## src/hw/apdc_defines.vh

```
// Constants for the converter standby and power-down control block.
// Assumes a 20 MHz core clock; all times are given in their own unit first.
`ifndef APDC_DEFINES_VH
`define APDC_DEFINES_VH
// Core clock period in ns.
`define APDC_CLK_NS 50
// Nominal converter clock in Hz, reference for all scaled times.
`define APDC_NOM_FCLK_HZ 4915200
// Data ready after standby with calibration, in ms.
`define APDC_T_CAL_FAST_MS 103
`define APDC_T_CAL_SLOW_MS 803
// Wake-up after power-down, in ns (internal, external) and us (crystal).
`define APDC_T_WAKE_INT_NS 7950
`define APDC_T_WAKE_EXT_NS 160
`define APDC_T_WAKE_XTAL_US 5600
// Cycle counts derived from the times (all times round down, each at least one).
`define APDC_CYC_CAL_FAST (`APDC_T_CAL_FAST_MS * 1000000 / `APDC_CLK_NS)
`define APDC_CYC_CAL_SLOW (`APDC_T_CAL_SLOW_MS * 1000000 / `APDC_CLK_NS)
`define APDC_CYC_WAKE_INT (`APDC_T_WAKE_INT_NS / `APDC_CLK_NS)
`define APDC_CYC_WAKE_EXT ((`APDC_T_WAKE_EXT_NS / `APDC_CLK_NS) + 0)
`define APDC_CYC_WAKE_XTAL (`APDC_T_WAKE_XTAL_US * 1000 / `APDC_CLK_NS)
// Serial clock pulses that arm the calibration request.
`define APDC_CAL_SCLKS 25
// Result bits in one readout.
`define APDC_DATA_BITS 24
// Clock source codes.
`define APDC_SRC_INT 2'h0
`define APDC_SRC_EXT 2'h1
`define APDC_SRC_XTAL 2'h2
`endif

```

## src/hw/apdc_sync.v

```verilog
// Two-flop synchroniser for a group of pin levels.
// Assumes inputs asynchronous to clk; output is the second flop only.
`timescale 1ns/1ns
`default_nettype none
module apdc_sync #(
  parameter W = 1,
  parameter [W-1:0] INIT = {W{1'b0}}
) (
  // Clock and reset.
  input wire clk,
  input wire rst,
  // Asynchronous level in, synchronised level out.
  input wire [W-1:0] d,
  output wire [W-1:0] q
);
  reg [W-1:0] meta_r;
  reg [W-1:0] sync_r;

  // The first stage feeds the second stage and nothing else.
  always @(posedge clk or posedge rst) begin
    if (rst) begin
      meta_r <= INIT;
      sync_r <= INIT;
    end else begin
      meta_r <= d;
      sync_r <= meta_r;
    end
  end

  assign q = sync_r;
endmodule
`default_nettype wire

```

## src/hw/apdc_top.v

```verilog
// Power-mode control of a delta-sigma converter: standby with offset
// calibration on wake, and power-down acting as a full reset.
// Assumes the host drives the serial clock and the active-low power-down pin.
// Overview of operation
// - On leaving that standby the converter calibrates offset before any result.
// - Data ready 103 ms (rate high) or 803 ms (rate low) after standby exit.
// - Wake and data-ready intervals scale with the converter clock period.
// - First result after calibrated standby is fully settled and usable.
// - Power-down pin low shuts down all circuitry and holds power-down.
// - Entering power-down resets the whole converter to a known state.
// - Power-down may be asserted mid-readout without shifting all 24 bits.
// - Wake after power-down: 7.95 us internal, 0.16 us external, 5.6 ms crystal.
`timescale 1ns/1ns
`default_nettype none
`include "apdc_defines.vh"
module apdc_top #(
  parameter CAL_FAST_CYC = `APDC_CYC_CAL_FAST,
  parameter CAL_SLOW_CYC = `APDC_CYC_CAL_SLOW,
  parameter WAKE_XTAL_CYC = `APDC_CYC_WAKE_XTAL,
  parameter CNT_W = 26
) (
  // Core clock and reset.
  input wire CORE_CLK,
  input wire SYS_RST,
  // Host pins.
  input wire SERIAL_CLK,
  input wire POWER_OFF_PIN_N,
  // Straps and supply presence.
  input wire RATE_HIGH,
  input wire [1:0] CLK_SOURCE,
  input wire ANALOG_SUPPLY,
  input wire DIGITAL_SUPPLY,
  // Converter clock period scale, 256 = nominal period.
  input wire [9:0] CLK_PERIOD_SCALE,
  // Status toward the converter core.
  output reg POWERED_DOWN,
  output reg STANDBY,
  output reg CALIBRATING,
  output reg DATA_READY,
  output reg RESULT_SETTLED,
  output reg CORE_RESET
);
  // ****************************************************************
  // State codes
  // ****************************************************************
  localparam [2:0] ST_POWER_OFF_PIN_N = 3'h0;
  localparam [2:0] ST_WAKE = 3'h1;
  localparam [2:0] ST_RUN = 3'h2;
  localparam [2:0] ST_STBY = 3'h3;
  localparam [2:0] ST_CAL = 3'h4;
  // Sized copies of the counts, so that no assignment pads or drops bits.
  localparam [CNT_W+9:0] CAL_FAST_X = CAL_FAST_CYC;
  localparam [CNT_W+9:0] CAL_SLOW_X = CAL_SLOW_CYC;
  localparam [CNT_W+9:0] WAKE_XTAL_X = WAKE_XTAL_CYC;
  localparam [CNT_W+9:0] WAKE_EXT_X = `APDC_CYC_WAKE_EXT;
  localparam [CNT_W+9:0] WAKE_INT_X = `APDC_CYC_WAKE_INT;
  localparam [CNT_W-1:0] CNT_ZERO = {CNT_W{1'b0}};
  localparam [CNT_W-1:0] CNT_ONE = {{(CNT_W-1){1'b0}}, 1'b1};
  // The rise that starts the high hold comes after the pulses and is counted too.
  localparam [5:0] CAL_EDGES = `APDC_CAL_SCLKS + 1;
  localparam [5:0] CLEAR_EDGES = `APDC_DATA_BITS + 2;

  // ****************************************************************
  // Pin synchronisers
  // ****************************************************************
  wire [4:0] pins_s;
  apdc_sync #(.W(5), .INIT(5'h00)) u_sync (
    .clk(CORE_CLK),
    .rst(SYS_RST),
    .d({SERIAL_CLK, POWER_OFF_PIN_N, RATE_HIGH, ANALOG_SUPPLY, DIGITAL_SUPPLY}),
    .q(pins_s)
  );
  wire sclk_s = pins_s[4];
  wire power_off_pin_n_n_s = pins_s[3];
  wire rate_s = pins_s[2];
  // Supplies must both be up before a release is honoured.
  wire supplies_ok = pins_s[1] & pins_s[0];
  wire run_ok = power_off_pin_n_n_s & supplies_ok;

  reg [2:0] state_r;
  reg [2:0] state_nxt;
  reg [CNT_W-1:0] cnt_r;
  reg [CNT_W-1:0] cnt_nxt;
  reg [5:0] edges_r;
  reg [5:0] edges_nxt;
  reg sclk_d_r;
  reg cal_req_r;
  reg cal_req_nxt;
  reg [CNT_W-1:0] hold_r;
  reg [CNT_W-1:0] hold_nxt;

  // ****************************************************************
  // Scaled interval targets
  // ****************************************************************
  // The products are wide so that slow clocks do not overflow.
  wire [CNT_W+9:0] cal_base = rate_s ? CAL_FAST_X : CAL_SLOW_X;
  wire [CNT_W+9:0] cal_scaled = (cal_base * CLK_PERIOD_SCALE) >> 8;
  reg [CNT_W+9:0] wake_base;
  always @* begin
    case (CLK_SOURCE)
      `APDC_SRC_EXT: wake_base = WAKE_EXT_X;
      `APDC_SRC_XTAL: wake_base = WAKE_XTAL_X;
      default: wake_base = WAKE_INT_X;
    endcase
  end
  wire [CNT_W+9:0] wake_scaled = (wake_base * CLK_PERIOD_SCALE) >> 8;
  // Never less than one cycle, whatever the scale.
  wire [CNT_W-1:0] cal_tgt = (~|cal_scaled) ? CNT_ONE : cal_scaled[CNT_W-1:0];
  wire [CNT_W-1:0] wake_tgt = (~|wake_scaled) ? CNT_ONE : wake_scaled[CNT_W-1:0];

  wire sclk_rise = sclk_s & ~sclk_d_r;

  // ****************************************************************
  // Next-state logic
  // ****************************************************************
  // Standby is taken once the clock has stayed high past the activation
  // window; the wait here reuses the wake target as a simple hold time.
  always @* begin
    state_nxt = state_r;
    cnt_nxt = cnt_r;
    edges_nxt = edges_r;
    cal_req_nxt = cal_req_r;
    hold_nxt = hold_r;
    case (state_r)
      ST_POWER_OFF_PIN_N: begin
        cnt_nxt = CNT_ZERO;
        // A stale hold count must not survive into the next wake.
        hold_nxt = CNT_ZERO;
        edges_nxt = 6'h00;
        cal_req_nxt = 1'b0;
        if (run_ok) begin
          state_nxt = ST_WAKE;
        end
      end
      ST_WAKE: begin
        cnt_nxt = cnt_r + 1'b1;
        if (cnt_r + 1'b1 >= wake_tgt) begin
          state_nxt = ST_RUN;
          cnt_nxt = CNT_ZERO;
        end
      end
      ST_RUN: begin
        if (sclk_rise && edges_r != 6'h3f) begin
          edges_nxt = edges_r + 6'h01;
        end
        if (sclk_s) begin
          hold_nxt = hold_r + 1'b1;
        end else begin
          hold_nxt = CNT_ZERO;
        end
        // A long high level after the clocks means standby.
        if (sclk_s && hold_r >= wake_tgt + CNT_ONE) begin
          state_nxt = ST_STBY;
          cal_req_nxt = (edges_r == CAL_EDGES);
        end else if (!sclk_s && hold_r == CNT_ZERO && edges_r >= CLEAR_EDGES) begin
          edges_nxt = 6'h00;
        end
      end
      ST_STBY: begin
        hold_nxt = CNT_ZERO;
        edges_nxt = 6'h00;
        if (!sclk_s) begin
          cnt_nxt = CNT_ZERO;
          state_nxt = cal_req_r ? ST_CAL : ST_RUN;
        end
      end
      ST_CAL: begin
        cnt_nxt = cnt_r + 1'b1;
        if (cnt_r + 1'b1 >= cal_tgt) begin
          state_nxt = ST_RUN;
          cal_req_nxt = 1'b0;
          cnt_nxt = CNT_ZERO;
        end
      end
      default: state_nxt = ST_POWER_OFF_PIN_N;
    endcase
    // Power-down overrides everything, including a readout in progress.
    if (!run_ok) begin
      state_nxt = ST_POWER_OFF_PIN_N;
    end
  end

  // ****************************************************************
  // State registers
  // ****************************************************************
  always @(posedge CORE_CLK or posedge SYS_RST) begin
    if (SYS_RST) begin
      state_r <= ST_POWER_OFF_PIN_N;
      cnt_r <= {CNT_W{1'b0}};
      edges_r <= 6'h00;
      sclk_d_r <= 1'b0;
      cal_req_r <= 1'b0;
      hold_r <= {CNT_W{1'b0}};
    end else begin
      state_r <= state_nxt;
      cnt_r <= cnt_nxt;
      edges_r <= edges_nxt;
      sclk_d_r <= sclk_s;
      cal_req_r <= cal_req_nxt;
      hold_r <= hold_nxt;
    end
  end

  // ****************************************************************
  // Outputs
  // ****************************************************************
  // The ready pulse after calibration marks a settled first result.
  always @(posedge CORE_CLK or posedge SYS_RST) begin
    if (SYS_RST) begin
      POWERED_DOWN <= 1'b1;
      STANDBY <= 1'b0;
      CALIBRATING <= 1'b0;
      DATA_READY <= 1'b0;
      RESULT_SETTLED <= 1'b0;
      CORE_RESET <= 1'b1;
    end else begin
      POWERED_DOWN <= (state_nxt == ST_POWER_OFF_PIN_N);
      CORE_RESET <= (state_nxt == ST_POWER_OFF_PIN_N) || (state_nxt == ST_WAKE);
      STANDBY <= (state_nxt == ST_STBY);
      CALIBRATING <= (state_nxt == ST_CAL);
      DATA_READY <= (state_r == ST_CAL) && (state_nxt == ST_RUN);
      if (state_nxt == ST_POWER_OFF_PIN_N || state_nxt == ST_CAL) begin
        RESULT_SETTLED <= 1'b0;
      end else if (state_r == ST_CAL && state_nxt == ST_RUN) begin
        RESULT_SETTLED <= 1'b1;
      end
    end
  end
endmodule
`default_nettype wire

```

## config.mk

```make
export PLATFORM = sky130hd
export DESIGN_NAME = apdc_top
export DESIGN_NICKNAME = d
export VERILOG_FILES = /design/src/hw/apdc_sync.v /design/src/hw/apdc_top.v
export VERILOG_INCLUDE_DIRS = /design/src /design/src/hw
export SDC_FILE = /design/constraint.sdc
export NUM_CORES = 1
export LEC_CHECK = 0
export ABC_AREA = 1
export BUFFER_PORTS_ARGS = -buffer_cell sky130_fd_sc_hd__clkbuf_2
export CAP_MARGIN = 20
export CORE_MARGIN = 5
export CORE_UTILIZATION = 60
export CTS_BUF_LIST = sky130_fd_sc_hd__clkbuf_8
export DETAILED_ROUTE_END_ITERATION = 6
export GPL_ROUTABILITY_DRIVEN = 0
export PLACE_DENSITY = 0.79
export SLEW_MARGIN = 20
export SYNTH_ARGS = -nofsm -noshare
export SYNTH_HDL_FRONTEND = slang
export SYNTH_HIERARCHICAL = 1
export SYNTH_SLANG_ARGS = --single-unit
```

## constraint.sdc

```tcl
create_clock -name CORE_CLK -period 8.2 [get_ports CORE_CLK]
set_input_delay 0 -clock CORE_CLK [delete_from_list [all_inputs] [get_ports CORE_CLK]]
set_output_delay 0 -clock CORE_CLK [all_outputs]
set_load 0.05 [all_outputs]
```

==> flow_metrics.env, run 1 <==
export IMPL_grt_pass1_wl_mm=68.9
export IMPL_drt_wirelength_per_cell_um=15.5
export IMPL_yosys_warnings=6
export IMPL_synthArstFlopShare_pct=100
export IMPL_routed_wl_mm=40.2
export IMPL_drt_iter0_markers=998
export IMPL_fin_nets=2690
export IMPL_path_common_cell="nand2_1"
export IMPL_drtAntennaViolNets=0
export IMPL_slew_limit_headroom_pct=42.2
export IMPL_maxCapViolCount=0
export IMPL_fillers=2335
export IMPL_peakVddDrop_uv=246
export IMPL_critPathMaxStageDelay_ns=0.53
export IMPL_fin_total_pwr_w=0.00595
export IMPL_hold_class="input port to asynchronous set/reset pin"
export IMPL_hold_violations=0
export IMPL_fin_util_pct=64.0
export IMPL_ioPinCount=25
export IMPL_fin_crit_sh_pct=91.7
export IMPL_die_y_um=175
export IMPL_syn_avg_cell_area_um2=7.44
export IMPL_rr_startpoint="u_sync/q[2]"
export IMPL_fin_skew_ns=0.0116
export IMPL_reg2reg_to="cnt_r[8]"
export IMPL_required_ns=8.46
export IMPL_critPathMaxFanout=10
export IMPL_layout_common_cells="475 x nand2_1, 444 x inv_1, 258 x ha_1, 192 x nor2_1, 167 x fa_1"
export IMPL_core_area_um2=27000
export IMPL_yosysUniqueCellTypes=56
export IMPL_crit_arrival_ns=7.78
export IMPL_diodes=0
export IMPL_finalSetupViolCount=0
export IMPL_synthFlopType="dfrtp_1"
export IMPL_fin_setup_tns_ns=0
export IMPL_htreeDepth=3
export IMPL_grt_pass1_vias=14500
export IMPL_firstDrtPassIters=7
export IMPL_clkSinkCount=79
export IMPL_final_max_slew_viol_count=0
export IMPL_grt_total_usage_pct=26.9
export IMPL_place_hpwl_mm=34.7
export IMPL_syn_area_um2=16400
export IMPL_final_common_cell="nand2_1"
export IMPL_synth_edf_count=0
export IMPL_status="completed"
export IMPL_die_width_um=175
export IMPL_crit_type="input port to flip-flop"
export IMPL_grt_setup_unrepaired="false"
export IMPL_clk_pin_slew_worst_paths_ns=0.09
export IMPL_portBuffers=24
export IMPL_dieArea_um2=30800
export IMPL_end_kind="flip-flop"
export IMPL_cts_root_buf="clkbuf_8"
export IMPL_r2r_slack_ns=0.77
export IMPL_p_leak_nw=9.57
export IMPL_r2r_cells=25
export IMPL_syn_num_nets=2654
export IMPL_crit_slowest_cell="fa_1"
export IMPL_antenna_found_initial=0
export IMPL_tightest_slew_ns=0.867
export IMPL_hold_slack_ns=0.160
export IMPL_cts_tree="done"
export IMPL_syn2layout_area_growth_pct=4.97
export IMPL_cts_buffer_depth=2
export IMPL_final_min_clock_period_ns=7.52
export IMPL_ys_seq_area_share_pct=12.0
export IMPL_start_util_pct=61.0
export IMPL_clock_latency_ns=0.36
export IMPL_num_rows=60
export IMPL_startpoint_type="input port"
export IMPL_pwr_density_cell_nw_per_um2=345
export IMPL_grt_max_degree=70
export IMPL_cts_made_buffers=9
export IMPL_ys_seq_elements=79
export IMPL_fmax_ghz=0.133
export IMPL_syn_inst=2208
export IMPL_drive_above_1_share_pct=6.80
export IMPL_vias_per_cell=5.55
export IMPL_route_detailed_drc=0
export IMPL_grt_overflow=0
export IMPL_vias=14400
Yosys cell counts, types with 4 or more instances:
library cell	n	area, um2
xor2_1	32	280
nor3_1	27	135
nand2_4	5	56.3
nand4_1	36	225
o22ai_2	6	75.1
a21oi_1	103	515
xnor2_1	25	219
clkinv_1	4	15.0
o21bai_1	6	45.0
a21o_1	4	30.0
nand3b_1	10	75.1
o21a_1	4	30.0
inv_2	15	56.3
ha_1	260	3250
nor2_1	192	721
o21ai_2	6	52.6
o211ai_1	5	37.5
or2_2	4	25.0
nor4_1	17	106
o21ai_0	73	365
fa_1	167	3340
o22ai_1	6	37.5
clkbuf_1	10	37.5
nand3_1	91	455
inv_1	445	1670
o21ai_1	8	40.0
nor2_2	8	50.1
nor2_4	5	56.3
nand3_2	7	70.1
and2_1	4	25.0
a22o_1	7	61.3
nand2_1	475	1780
dfrtp_1	77	1930
nand2_2	32	200
cell families (layout without fill, tap and decap cells):
group | count (synthesis) | count (layout) | synth area share [%]
compound gates | 242 | 242 | 8.54
xor+xnor | 60 | 60 | 3.34
fa+ha+maj | 427 | 427 | 40.1
buf+inv | 478 | 519 | 11.0
flops | 79 | 79 | 12.0
simple gates | 922 | 922 | 24.9
metal layers:
metal	GRT usage (%)	share of wire [%]	vias up
met5	0	0	-
met4	8.90	3.3	0
met3	2.86	5.3	82
met2	45.9	47	441
met1	36.1	44	6791
li1	-	-	7057
final cells by class:
cell class / count / area (um2) / share of cell area [%]
timing repair buffer: 38 / 240 / 1.39
tap: 341 / 427 / 2.47
clock buffer: 9 / 124 / 0.718
inverter: 465 / 1750 / 10.1
sequential: 79 / 1980 / 11.5
multi-input combinational: 1651 / 12700 / 73.3
clock inverter: 7 / 81.3 / 0.471
report_power, final:
group          total [W]  internal, W  switching [W]
clock network   0.000302     0.000144       0.000158
logic            0.00524      0.00185        0.00340
registers       0.000405     0.000395      0.0000102
worst max-delay path, delay by kind of cell:
kind | cells | cell delay [ns]
buffers and inverters | 4 | 0.35
adder cells (fa/ha/maj) | 8 | 3.33
XOR/XNOR | 2 | 0.64
AO/OA/AOI/OAI | 4 | 0.73
AND/OR/NAND/NOR | 27 | 2.73
flip-flops by register name, indices dropped and copies added (netlist names):
name	cells
RESULT_SETTLED	1
state_r	3
u_sync/q	5
CALIBRATING	1
POWERED_DOWN	1
hold_r	26
DATA_READY	1
cnt_r	26
u_sync/meta_r	5
edges_r	6
sclk_d_r	1
STANDBY	1
CORE_RESET	1
cal_req_r	1
how the worst max path moves through the flow:
stage	startpoint	end	slack, ns	cells past startpoint
finish	CLK_SOURCE[0]	RESULT_SETTLED	0.68	45
global route	CLK_SOURCE[0]	RESULT_SETTLED	0.02	46
CTS	CLK_SOURCE[0]	RESULT_SETTLED	0.60	45
detailed placement	CLK_SOURCE[0]	RESULT_SETTLED	0.22	45
global placement	CLK_SOURCE[0]	RESULT_SETTLED	0.30	45
floorplan	CLK_SOURCE[0]	RESULT_SETTLED	1.21	44
what timing repair did:
action | in CTS | in global routing
hold buffers | 6 | 0
setup buffers | 0 | 0
resized for setup | 0 | 3
setup endpoints to repair | 0 | 3
endpoints found under the hold margin | 82 | 0
metrics by stage:
step	instance area, um2	instances	setup slack [ns]
after floorplan	16400	2208	1.21
after global placement	17000	2568	0.305
after detailed placement	17000	2568	0.220
after CTS	17200	2590	0.603
after global routing	17200	2590	0.0185
final	17200	2590	0.680
Note: power is estimated with default switching activity, not from simulation.
==> run 2: changes to the inputs <==
- CORE_UTILIZATION: 60 -> 30
- PLACE_DENSITY: 0.79 -> 0.47
==> run 2 against run 1 <==
Compared with the run above:
- die area grew 93%
- total power grew 2.0%
- sequential power is essentially flat
- combinational power grew 2%
- final area grew 3.2%
- maximum frequency is essentially flat
- clock power grew 14%
- sequential share of layout area shrank 0.35 points
- clock-buffer cell count grew 1
- via count shrank 3.3%
- non-clock buffer count grew 9
- utilization shrank 31 points
==> flow_metrics.env, run 2 (same netlist as run 1, synthesis figures left out) <==
export IMPL_status="completed"
export IMPL_grt_total_usage_pct=15.6
export IMPL_critPathMaxStageDelay_ns=0.52
export IMPL_grt_pass1_vias=14200
export IMPL_core_area_um2=54000
export IMPL_final_max_slew_viol_count=0
export IMPL_diodes=0
export IMPL_required_ns=8.47
export IMPL_hold_class="input port to asynchronous set/reset pin"
export IMPL_grt_max_degree=70
export IMPL_drtAntennaViolNets=0
export IMPL_fin_setup_tns_ns=0
export IMPL_critPathBufInv=4
export IMPL_place_hpwl_mm=40.4
export IMPL_cts_made_buffers=9
export IMPL_fin_nets=2699
export IMPL_peakVddDrop_uv=170
export IMPL_cpLargestDelayFamily="adder cells"
export IMPL_crit_type="input port to flip-flop"
export IMPL_vias=13900
export IMPL_routed_wl_mm=46.0
export IMPL_layout_common_cells="475 x nand2_1, 444 x inv_1, 258 x ha_1, 191 x nor2_1, 167 x fa_1"
export IMPL_vias_per_cell=4.71
export IMPL_crit_arrival_ns=7.79
export IMPL_route_detailed_drc=0
export IMPL_p_leak_nw=9.64
export IMPL_drive_above_1_share_pct=7.26
export IMPL_crit_cells=45
export IMPL_slew_limit_headroom_pct=39.0
export IMPL_cts_tree="done"
export IMPL_hold_violations=0
export IMPL_r2r_cells=31
export IMPL_fin_crit_sh_pct=91.8
export IMPL_reg_largest_list="cnt_r x26, hold_r x26, edges_r x6"
export IMPL_antenna_found_initial=0
export IMPL_firstDrtPassIters=5
export IMPL_num_rows=85
export IMPL_final_common_cell="nand2_1"
export IMPL_ioPinCount=25
export IMPL_clock_latency_ns=0.37
export IMPL_grt_pass1_wl_mm=76.4
export IMPL_clkSinkCount=79
export IMPL_die_width_um=244
export IMPL_die_y_um=244
export IMPL_crit_slowest_cell="fa_1"
export IMPL_cts_root_buf="clkbuf_8"
export IMPL_fin_total_pwr_w=0.00607
export IMPL_tightest_slew_ns=0.915
export IMPL_clk_pin_slew_worst_paths_ns=0.09
export IMPL_startpoint_type="input port"
export IMPL_hold_slack_ns=0.138
export IMPL_syn2layout_area_growth_pct=8.28
export IMPL_drt_wirelength_per_cell_um=15.6
export IMPL_drt_iter0_markers=753
export IMPL_pwr_density_cell_nw_per_um2=341
export IMPL_maxCapViolCount=0
export IMPL_fin_skew_ns=0.0107
export IMPL_critPathMaxFanout=10
export IMPL_finalSetupViolCount=0
export IMPL_final_min_clock_period_ns=7.53
export IMPL_portBuffers=24
export IMPL_dieArea_um2=59600
export IMPL_cts_setup_buffers=0
export IMPL_path_common_cell="nand2_1"
export IMPL_start_util_pct=30.4
export IMPL_htreeDepth=3
export IMPL_end_kind="flip-flop"
export IMPL_cts_buffer_depth=2
export IMPL_fmax_ghz=0.133
export IMPL_grt_overflow=0
==> run 2: cell types whose count changed in the layout (fill, tap and decap cells not counted), sizes merged <==
cell / delta
bufinv: +1
clkbuf: +1
clkinv: +1
buf: +9
clkinvlp: -3
==> run 2: metrics by stage <==
step	util, %	area [um2]	setup slack, ns	std cells
after floorplan	-	16400	1.21	2208
after global placement	32.4	17500	0.311	2932
after detailed placement	32.4	17500	0.128	2932
after CTS	32.9	17800	0.499	2954
after global routing	32.9	17800	-0.00281	2954
final	32.9	17800	0.675	2954
==> run 2: path summary, 6_finish.rpt <==
check                                      start               end  slack [ns]
worst max-delay path               CLK_SOURCE[0]    RESULT_SETTLED        0.67
worst min-delay path                     SYS_RST  u_sync/meta_r[3]        0.14
worst max register to register       u_sync/q[2]         cnt_r[11]        0.71
worst min register to register  u_sync/meta_r[0]       u_sync/q[0]        0.36
max in group asynchronous                SYS_RST         cnt_r[25]        7.17
min in group CORE_CLK            POWER_OFF_PIN_N  u_sync/meta_r[3]        0.28
==> run 2: routing by layer <==
layer | up-vias | routed length, um | part of all wire, % | global-route usage, %
met3 | 34 | 1200 | 2.6 | 1.29
met5 | - | 0 | 0 | 0
met1 | 6592 | 23300 | 51 | 22.6
met4 | 0 | 734 | 1.6 | 2.92
li1 | 7075 | - | - | -
met2 | 199 | 20800 | 45 | 25.7
==> run 2: worst min-delay path: cells and delay by family <==
family | cells | cell delay, ns
buffers and inverters | 3 | 0.92
==> run 2: repair_timing <==
action	4_1_cts	5_1_grt
endpoints found under the hold margin	82	0
gates resized for setup	0	5
hold buffers	6	0
setup endpoints to repair	0	4
==> run 2: power by group <==
group	internal (W)	switching [W]
clock	0.000182	0.000161
combinational	0.00185	0.00348
sequential	0.000395	0.0000103
total	0.00242	0.00365
==> run 2: area by class of cell <==
type                    instances  area [um2]
well taps                     696         871
clock buffers                  10         138
inverters                     465        1750
flip-flops and latches         79        1980
fillers                      5811       36200
clock inverters                 6        91.3
multi-input cells            1651       12700
repair buffers                 47         308
